$ cat src/include/lsw_pkg.sv
package lsw_pkg;
  localparam int unsigned CLK_NS          = 40;
  localparam int unsigned TRIG_STABLE_US  = 2;
  localparam int unsigned TRIG_STABLE_CYC =
    (TRIG_STABLE_US * 1000 + CLK_NS - 1) / CLK_NS;
  localparam int unsigned HIGH_STABLE_US  = 400;
  localparam int unsigned HIGH_STABLE_CYC =
    (HIGH_STABLE_US * 1000 + CLK_NS - 1) / CLK_NS;
  localparam int unsigned TICK_US         = 1;
  localparam int unsigned TICK_CYC        = TICK_US * 1000 / CLK_NS;

  localparam logic [3:0] A_CTRL     = 4'h0;
  localparam logic [3:0] A_LIST_LEN = 4'h1;
  localparam logic [3:0] A_TIMEOUT  = 4'h2;
  localparam logic [3:0] A_WAIT_CMD = 4'h3;
  localparam logic [3:0] A_SETPOINT = 4'h4;
  localparam logic [3:0] A_VMAX     = 4'h5;
  localparam logic [3:0] A_VMIN     = 4'h6;
  localparam logic [3:0] A_LIM_SYM  = 4'h7;
  localparam logic [3:0] A_LIM_NEG  = 4'h8;
  localparam logic [3:0] A_LIM_POS  = 4'h9;
  localparam logic [3:0] A_ERROR    = 4'hA;
  localparam logic [3:0] A_STATUS   = 4'hB;

  localparam int unsigned CTRL_ABORT_BIT = 0;
  localparam int unsigned CTRL_SAVE_BIT  = 1;
  localparam int unsigned LEN_SP_LSB     = 0;
  localparam int unsigned LEN_DW_LSB     = 8;
  localparam int unsigned KIND_LSB       = 16;
  localparam int unsigned ERR_VALID_BIT  = 16;

  localparam logic [1:0] KIND_FALL = 2'h1;
  localparam logic [1:0] KIND_LOW  = 2'h2;
  localparam logic [1:0] KIND_HIGH = 2'h3;

  localparam logic [15:0] ERR_CONFLICT  = 16'hFF23;
  localparam logic [15:0] ERR_RANGE     = 16'hFF22;
  localparam logic [15:0] ERR_LEN_EDGE  = 16'hFF1E;
  localparam logic [15:0] ERR_LEN_LEVEL = 16'hFF14;

  localparam logic [15:0] VMAX_DEF   = 16'h03E8;
  localparam logic [15:0] VMIN_DEF   = 16'hFC18;
  localparam logic [15:0] VRATED_DEF = 16'h03E8;
endpackage

$ cat src/hw/lsw_trig_filt.sv
`timescale 1ns/1ps
// Passes a level on only after it has held for STABLE_CYC cycles, so a
// glitch shorter than that never reaches the step logic.
module lsw_trig_filt #(
  parameter int unsigned STABLE_CYC = 50
) (
  input  wire logic mclk,
  input  wire logic resetn,
  input  wire logic lvl_in,
  output logic      lvl_out
);
  localparam int unsigned CW = $clog2(STABLE_CYC + 1);
  localparam logic [CW-1:0] LAST = CW'(STABLE_CYC - 1);

  typedef struct packed {
    logic [CW-1:0] cnt;
    logic          lvl;
  } lsw_filt_s;

  lsw_filt_s s_r;
  lsw_filt_s s_nxt;

  always_comb begin
    s_nxt = s_r;
    if (lvl_in == s_r.lvl) begin
      s_nxt.cnt = '0;
    end else if (s_r.cnt == LAST) begin
      s_nxt.lvl = lvl_in;
      s_nxt.cnt = '0;
    end else begin
      s_nxt.cnt = s_r.cnt + 1'h1;
    end
    // The line idles high, open circuit, so reset assumes high.
    if (!resetn) begin
      s_nxt.cnt = '0;
      s_nxt.lvl = 1'h1;
    end
  end

  always_ff @(posedge mclk) begin
    s_r <= s_nxt;
  end

  assign lvl_out = s_r.lvl;
endmodule

$ cat src/hw/lsw_top.sv
`timescale 1ns/1ps
module lsw_top #(
  parameter logic [15:0] VMAX       = lsw_pkg::VMAX_DEF,
  parameter logic [15:0] VMIN       = lsw_pkg::VMIN_DEF,
  parameter logic [15:0] VRATED     = lsw_pkg::VRATED_DEF,
  parameter int unsigned HIGH_CYC   = lsw_pkg::HIGH_STABLE_CYC
) (
  input  wire logic        mclk,
  input  wire logic        resetn,
  input  wire logic [3:0]  addr,
  input  wire logic [31:0] wdata,
  input  wire logic        wr,
  input  wire logic        rd,
  output logic      [31:0] rdata,
  input  wire logic        trig_in,
  input  wire logic        nv_valid,
  input  wire logic [15:0] nv_sym,
  input  wire logic [15:0] nv_neg,
  input  wire logic [15:0] nv_pos,
  output logic      [15:0] setpoint_out,
  output logic             step_adv,
  output logic             waiting,
  output logic             save_settings_cmd,
  output logic      [15:0] save_sym,
  output logic      [15:0] save_neg,
  output logic      [15:0] save_pos
);
  localparam int unsigned DW = $clog2(lsw_pkg::TICK_CYC);
  localparam logic [DW-1:0] DIV_LAST = DW'(lsw_pkg::TICK_CYC - 1);

  typedef enum logic [2:0] {
    S_IDLE,
    S_ARM,
    S_FALL,
    S_LOW,
    S_HIGH
  } lsw_st_e;

  typedef struct packed {
    lsw_st_e       st;
    logic          sync1;
    logic          sync2;
    logic [15:0]   sp;
    logic [15:0]   vout;
    logic [15:0]   lim_sym;
    logic [15:0]   lim_neg;
    logic [15:0]   lim_pos;
    logic [7:0]    sp_len;
    logic [7:0]    dw_len;
    logic [15:0]   tmo;
    logic [15:0]   tcnt;
    logic [DW-1:0] div;
    logic [15:0]   err;
    logic          err_v;
    logic [31:0]   rdata;
    logic          adv;
    logic          save;
    logic          boot;
    logic          tmo_hit;
    logic          busy;
  } lsw_top_s;

  lsw_top_s s_r;
  lsw_top_s s_nxt;
  logic     lvl;
  logic     lvl_h;
  logic     tick;
  logic     tmo_exp;
  logic     done;
  logic     by_tmo;
  logic [1:0]  kind;
  logic [15:0] val;

  function automatic logic [15:0] umin(input logic [15:0] a,
                                       input logic [15:0] b);
    umin = (a < b) ? a : b;
  endfunction

  function automatic logic in_range(input logic [15:0] v,
                                    input logic [15:0] lo,
                                    input logic [15:0] hi);
    in_range = ($signed(v) <= $signed(hi)) && ($signed(v) >= $signed(lo));
  endfunction

  // Clips a signed setpoint to the tighter positive and negative caps.
  // One bit of headroom keeps the negated cap from overflowing.
  function automatic logic [15:0] clip_sp(input logic [15:0] v,
                                          input logic [15:0] sym,
                                          input logic [15:0] neg,
                                          input logic [15:0] pos);
    logic [16:0] hi;
    logic [16:0] lo;
    logic [16:0] vx;
    hi = {1'h0, umin(sym, pos)};
    lo = 17'h00000 - {1'h0, umin(sym, neg)};
    vx = {v[15], v};
    if ($signed(vx) > $signed(hi)) begin
      clip_sp = hi[15:0];
    end else if ($signed(vx) < $signed(lo)) begin
      clip_sp = lo[15:0];
    end else begin
      clip_sp = v;
    end
  endfunction

  // Both filters see only the second synchroniser stage.
  lsw_trig_filt #(
    .STABLE_CYC (lsw_pkg::TRIG_STABLE_CYC)
  ) u_filt_fast (
    .mclk    (mclk),
    .resetn  (resetn),
    .lvl_in  (s_r.sync2),
    .lvl_out (lvl)
  );

  lsw_trig_filt #(
    .STABLE_CYC (HIGH_CYC)
  ) u_filt_high (
    .mclk    (mclk),
    .resetn  (resetn),
    .lvl_in  (s_r.sync2),
    .lvl_out (lvl_h)
  );

  always_comb begin
    s_nxt = s_r;
    s_nxt.adv = 1'h0;
    s_nxt.save = 1'h0;
    s_nxt.boot = 1'h0;
    s_nxt.rdata = '0;
    s_nxt.sync1 = trig_in;
    s_nxt.sync2 = s_r.sync1;
    kind = wdata[lsw_pkg::KIND_LSB +: 2];
    val = wdata[15:0];
    done = 1'h0;
    by_tmo = 1'h0;

    // The timeout counts microsecond ticks from the step's own entry.
    tick = (s_r.div == DIV_LAST);
    s_nxt.div = tick ? '0 : s_r.div + 1'h1;
    tmo_exp = (s_r.tmo != 16'h0000) && (s_r.tcnt == s_r.tmo);
    // The count stops at the set value, so a timeout that has gone by
    // cannot wrap round and fire a second time.
    if (s_r.st != S_IDLE && tick && s_r.tcnt != s_r.tmo) begin
      s_nxt.tcnt = s_r.tcnt + 16'h0001;
    end

    // Restore saved limits once, in the first cycle after reset.
    if (s_r.boot && nv_valid) begin
      s_nxt.lim_sym = nv_sym;
      s_nxt.lim_neg = nv_neg;
      s_nxt.lim_pos = nv_pos;
    end

    unique case (s_r.st)
      S_IDLE: begin
      end
      S_ARM: begin
        // A level left low by the last step must be seen high first, so
        // it is never taken for a fresh edge.
        if (lvl) begin
          s_nxt.st = S_FALL;
        end
        by_tmo = tmo_exp;
      end
      S_FALL: begin
        done = !lvl;
        by_tmo = tmo_exp;
      end
      S_LOW: begin
        done = !lvl;
        by_tmo = tmo_exp;
      end
      S_HIGH: begin
        done = lvl_h;
        by_tmo = tmo_exp;
      end
    endcase
    if (done || by_tmo) begin
      s_nxt.st = S_IDLE;
      s_nxt.adv = 1'h1;
      s_nxt.tmo_hit = by_tmo && !done;
    end

    if (wr) begin
      unique case (addr)
        lsw_pkg::A_CTRL: begin
          // Abort drops the wait with no pulse, so no step is counted.
          if (wdata[lsw_pkg::CTRL_ABORT_BIT]) begin
            s_nxt.st = S_IDLE;
            s_nxt.adv = 1'h0;
          end
          if (wdata[lsw_pkg::CTRL_SAVE_BIT]) begin
            s_nxt.save = 1'h1;
          end
        end
        lsw_pkg::A_LIST_LEN: begin
          s_nxt.sp_len = wdata[lsw_pkg::LEN_SP_LSB +: 8];
          s_nxt.dw_len = wdata[lsw_pkg::LEN_DW_LSB +: 8];
        end
        lsw_pkg::A_TIMEOUT: begin
          s_nxt.tmo = val;
        end
        lsw_pkg::A_WAIT_CMD: begin
          if (s_r.st != S_IDLE || kind == 2'h0) begin
            s_nxt.err = lsw_pkg::ERR_CONFLICT;
            s_nxt.err_v = 1'h1;
          end else if (s_r.sp_len == 8'h00) begin
            s_nxt.err = lsw_pkg::ERR_CONFLICT;
            s_nxt.err_v = 1'h1;
          end else if (s_r.sp_len != s_r.dw_len) begin
            s_nxt.err = (kind == lsw_pkg::KIND_LOW) ?
                        lsw_pkg::ERR_LEN_LEVEL :
                        lsw_pkg::ERR_LEN_EDGE;
            s_nxt.err_v = 1'h1;
          end else if (!in_range(val, VMIN, VMAX)) begin
            s_nxt.err = lsw_pkg::ERR_RANGE;
            s_nxt.err_v = 1'h1;
          end else begin
            s_nxt.sp = val;
            s_nxt.tcnt = '0;
            s_nxt.div = '0;
            s_nxt.tmo_hit = 1'h0;
            s_nxt.adv = 1'h0;
            unique case (kind)
              lsw_pkg::KIND_FALL: begin
                s_nxt.st = lvl ? S_FALL : S_ARM;
              end
              lsw_pkg::KIND_LOW: begin
                // An input already low skips the step at once.
                s_nxt.st = lvl ? S_LOW : S_IDLE;
                s_nxt.adv = !lvl;
              end
              default: begin
                s_nxt.st = lvl_h ? S_IDLE : S_HIGH;
                s_nxt.adv = lvl_h;
              end
            endcase
          end
        end
        lsw_pkg::A_SETPOINT: begin
          if (s_r.st != S_IDLE) begin
            s_nxt.err = lsw_pkg::ERR_CONFLICT;
            s_nxt.err_v = 1'h1;
          end else if (!in_range(val, VMIN, VMAX)) begin
            s_nxt.err = lsw_pkg::ERR_RANGE;
            s_nxt.err_v = 1'h1;
          end else begin
            s_nxt.sp = val;
          end
        end
        lsw_pkg::A_LIM_SYM, lsw_pkg::A_LIM_NEG, lsw_pkg::A_LIM_POS: begin
          if (val > VRATED) begin
            s_nxt.err = lsw_pkg::ERR_RANGE;
            s_nxt.err_v = 1'h1;
          end else if (addr == lsw_pkg::A_LIM_SYM) begin
            s_nxt.lim_sym = val;
          end else if (addr == lsw_pkg::A_LIM_NEG) begin
            s_nxt.lim_neg = val;
          end else begin
            s_nxt.lim_pos = val;
          end
        end
        default: begin
        end
      endcase
    end

    if (rd) begin
      unique case (addr)
        lsw_pkg::A_LIST_LEN: begin
          s_nxt.rdata = {16'h0000, s_r.dw_len, s_r.sp_len};
        end
        lsw_pkg::A_TIMEOUT: begin
          s_nxt.rdata = {16'h0000, s_r.tmo};
        end
        lsw_pkg::A_SETPOINT: begin
          s_nxt.rdata = {16'h0000, s_r.sp};
        end
        lsw_pkg::A_VMAX: begin
          s_nxt.rdata = {16'h0000, VMAX};
        end
        lsw_pkg::A_VMIN: begin
          s_nxt.rdata = {16'h0000, VMIN};
        end
        lsw_pkg::A_LIM_SYM: begin
          s_nxt.rdata = {16'h0000, s_r.lim_sym};
        end
        lsw_pkg::A_LIM_NEG: begin
          s_nxt.rdata = {16'h0000, s_r.lim_neg};
        end
        lsw_pkg::A_LIM_POS: begin
          s_nxt.rdata = {16'h0000, s_r.lim_pos};
        end
        lsw_pkg::A_ERROR: begin
          // Reading clears the code unless a write comes in the same cycle. Only writes
          // raise errors, and one raised then keeps its code: the set wins over the clear.
          s_nxt.rdata = {15'h0000, s_r.err_v, s_r.err};
          if (!wr) begin
            s_nxt.err_v = 1'h0;
            s_nxt.err = 16'h0000;
          end
        end
        lsw_pkg::A_STATUS: begin
          s_nxt.rdata = {26'h0000000, s_r.tmo_hit, lvl_h, lvl,
                         s_r.st};
        end
        default: begin
          s_nxt.rdata = '0;
        end
      endcase
    end

    // The output is the setpoint clipped to the tighter of the limits.
    s_nxt.vout = clip_sp(s_nxt.sp, s_nxt.lim_sym, s_nxt.lim_neg,
                         s_nxt.lim_pos);

    // Registered here so the wait flag reaches its pin from a flop.
    s_nxt.busy = (s_nxt.st != S_IDLE);

    if (!resetn) begin
      s_nxt = '0;
      s_nxt.st = S_IDLE;
      s_nxt.sync1 = 1'h1;
      s_nxt.sync2 = 1'h1;
      s_nxt.lim_sym = VRATED;
      s_nxt.lim_neg = VRATED;
      s_nxt.lim_pos = VRATED;
      s_nxt.boot = 1'h1;
    end
  end

  always_ff @(posedge mclk) begin
    s_r <= s_nxt;
  end

  assign rdata = s_r.rdata;
  assign setpoint_out = s_r.vout;
  assign step_adv = s_r.adv;
  assign waiting = s_r.busy;
  assign save_settings_cmd = s_r.save;
  assign save_sym = s_r.lim_sym;
  assign save_neg = s_r.lim_neg;
  assign save_pos = s_r.lim_pos;
endmodule

$ cat config.mk
export PLATFORM = sky130hd
export DESIGN_NAME = lsw_top
export DESIGN_NICKNAME = d
export VERILOG_FILES = /design/src/include/lsw_pkg.sv /design/src/hw/lsw_trig_filt.sv /design/src/hw/lsw_top.sv
export SDC_FILE = /design/constraint.sdc
export NUM_CORES = 1
export LEC_CHECK = 0
export BUFFER_PORTS_ARGS = -buffer_cell sky130_fd_sc_hd__buf_2
export CAP_MARGIN = 20
export CORE_ASPECT_RATIO = 1.4
export CORE_MARGIN = 2
export CORE_UTILIZATION = 23
export CTS_CLUSTER_SIZE = 25
export DETAILED_ROUTE_END_ITERATION = 6
export GPL_ROUTABILITY_DRIVEN = 0
export GPL_TIMING_DRIVEN = 0
export PLACE_DENSITY = 0.42
export SLEW_MARGIN = 20
export SYNTH_ARGS = -nofsm -noshare
export SYNTH_HDL_FRONTEND = slang
export SYNTH_HIERARCHICAL = 1
export SYNTH_SLANG_ARGS = --single-unit
$ cat constraint.sdc
create_clock -name mclk -period 10.82 [get_ports mclk]
set_input_delay 0 -clock mclk [delete_from_list [all_inputs] [get_ports mclk]]
set_output_delay 0 -clock mclk [all_outputs]
set_load 0.05 [all_outputs]
==> flow_summary.ini <==
[synthesis]
yosys.cell_count.top_type = nand2_1
synth_seq_cells = 199
synthXorXnorAreaFrac_pct = 4.507
synth_ff_type = dfxtp_1
yosysTopAreaCellShare_pct = 31.06
synth_cell_types = 89
synth-async-reset-ratio_pct = 0
synthCells = 1639
synth.avg_cell_area_um2 = 7.825
seq_area_frac_synth_pct = 31.06
synth_commonest_cells = 255 x nand2_1, 199 x dfxtp_1, 159 x nor2_1
syn_area_um2 = 12820
synth_top_family_by_area = simple AND/OR/NAND/NOR gates
yosys_warnings = 6
ys_top_cells_by_area = dfxtp_1 31%, nand2_1 7.5%, ha_1 7.4%
synth_compound_area_share_pct = 19.12
yosysTopAreaCell = dfxtp_1
synth_mux_area_share_pct = 4.907
synth_edf_count = 0
yosys.area_share.adder_pct = 7.415
synth-simple-area-share_pct = 22.76

[critical_path]
crit_type = input port to register
slowest_delay_ns = 0.71
worstPathRequired_ns = 11.09
cp.buffers_inverters = 7
critPathMostFrequentCell = ha_1
cp_max_fo = 10
r2r_start = s_r[2]
end_kind = register
critPathLaunchType = input port
cp_slowest_cell = nor4_2
cpLargestDelayFamily = compound AO/OA/AOI/OAI gates
crit_start = wdata[10]
arrival_ns = 10.69

[power_and_ir_drop]
total_leakage_power_uw = 0.006547
power_density_nw_per_um2 = 126.2
ir_drop_v = 0.0001115

[routing]
via_count = 12776
drtAntennaViolNets = 0
routed_wl_um = 59520
vias_per_cell = 4.942
drt_first_pass_iters = 5
drtIter0Drc = 1007
route.detailed.wl_per_inst_um = 23.02
drc = 0

[sta]
hold_viol = 0
tightest_slew_ns = 0.8977
maxSlewViolCount = 0
timing.hold.ws_ns = 0.02095
rsz0062_at_grt = no
clock.fmax_mhz = 96.05
setup_viol = 0
slew_headroom_pct = 40.15
finClkSkew_ns = 0.01710
period_needed_ns = 10.41
finalWorstSetupSlack_ns = 0.4092
fin_crit_sh_pct = 96.22
finalSetupTns_ns = 0

[global_routing]
grt_pass1_wl_um = 85060
grt_pass1_vias = 12878
grt_antenna_before_repair = 0
grt_max_degree = 17
grt_usage_pct = 20.34
overflow = 0

[finish]
final_nets = 2011
fin_util_pct = 27.87
area.sequential_um2 = 3984
area_growth_syn_to_layout_pct = 20.11
num_antenna_cells = 0
drive_gt1_share_pct = 18.52
multiInputGateArea_um2 = 7609
fillers = 6000
design_area_um2 = 15400

[clock_tree]
post_cts_buffers = 0
clock_sinks = 199
cts_tree = done
clock-root-buffer = clkbuf_16
path_clk_slew_ns = 0.08
clockBufferDepth = 2
htree_levels = 4
cts_buffers = 17
insertion_delay_ns = 0.48

[die]
dieArea_um2 = 57690
io_pins = 189
num_rows = 102
fp.dieH_um = 283.4
coreArea_um2 = 55260
die_w_um = 203.6
start_util_pct = 23.21

[outcome]
status = completed

[placed_design]
io_buffers = 148
post_dp_cell_area_um2 = 14560
hpwl_um = 49360
dp_slack_ns = 0.4769

[flow_run]
maxCapViolations = 0

[worst_hold_path]
hold_class = input port to register
hold_path_startpoint = wdata[7]
==> worst register-to-register path, delay by kind of cell (launching register included) <==
kind                     cells  cell delay (ns)
AO/OA/AOI/OAI               10             3.37
multiplexers                 1             0.27
adder cells (fa/ha/maj)      3             0.92
buffers and inverters        7             3.10
flip-flops                   1             0.43
AND/OR/NAND/NOR             10             2.05
==> kinds of logic (layout without fill, tap and decap cells) <==
kind of cell	after synthesis	count (layout)
AO/OA/AOI/OAI	370	370
XOR/XNOR	66	66
adder cells (fa/ha/maj)	76	76
buffers and inverters	241	445
flip-flops	199	199
multiplexers	57	57
other	1	15
AND/OR/NAND/NOR	629	629
==> where the power goes <==
part	internal (uW)	switching (uW)	leakage, uW
Combinational	158	319	0.00464
Sequential	750	27.4	0.00161
Clock	377	312	0.000295
Total	1290	659	0.00655
==> through the flow <==
stage	instances	total power (uW)
after floorplan	1653	1091
after detailed placement	2530	1258
after global routing	2585	2018
final	2585	1944
after global placement	2529	1255
after CTS	2585	1954
==> metal layers <==
layer,vias up,track usage [%],part of all wire (%)
met5,-,0,0
met4,0,12.99,6.6
met3,114,2.377,4.0
met2,427,38.14,53
met1,6144,21.18,37
li1,6091,-,-
==> flip-flops by register name, summed over array words and instances (netlist names) <==
signal,count
rdata,17
s_r,93
save_neg,16
save_pos,16
save_settings_cmd,1
save_sym,16
setpoint_out,16
step_adv,1
u_filt_fast/lvl_out,1
u_filt_fast/s_r,6
u_filt_high/lvl_out,1
u_filt_high/s_r,14
waiting,1
==> final cells by class <==
type	instances	share of cell area, %
Tap cell	728	5.913
Sequential cell	199	25.86
Multi-Input combinational cell	1213	49.39
Buffer	181	7.034
Inverter	60	1.462
Clock buffer	21	2.989
Clock inverter	10	0.9260
Timing Repair Buffer	173	6.417
==> final timing paths <==
kind,end,slack [ns],cells after the start
hold / removal,s_r[82],0.02,3
hold reg to reg,s_r[187],0.42,1
setup / recovery,setpoint_out[13],0.41,33
setup reg to reg,setpoint_out[13],0.52,31
==> cells in the final DEF, fill, tap and decap left out, types with 9 or more instances in the layout <==
cell type	n
dfxtp_1	199
xor2_1	23
clkbuf_16	17
nor3_1	25
mux2_2	9
and3_1	23
xnor2_1	43
buf_4	99
or3_1	16
a221oi_1	16
nand3_1	40
a21oi_1	120
a21o_1	14
nand2b_1	16
a31oi_1	19
and2_1	17
mux2i_1	41
o22ai_1	11
nor4_1	13
nand4_1	28
o21ai_0	66
a22oi_1	23
nor2_1	158
conb_1	15
inv_1	60
clkbuf_1	60
buf_2	161
dlygate4sd3_1	24
ha_1	76
nand2_1	255
==> what timing repair did <==
item / 4_1_cts / 5_1_grt
hold buffers: 24 / 0
setup endpoints to repair: 0 / 8
endpoints found under the hold margin: 39 / 0
resized for setup: 0 / 3
(Power assumes the default switching activity.)
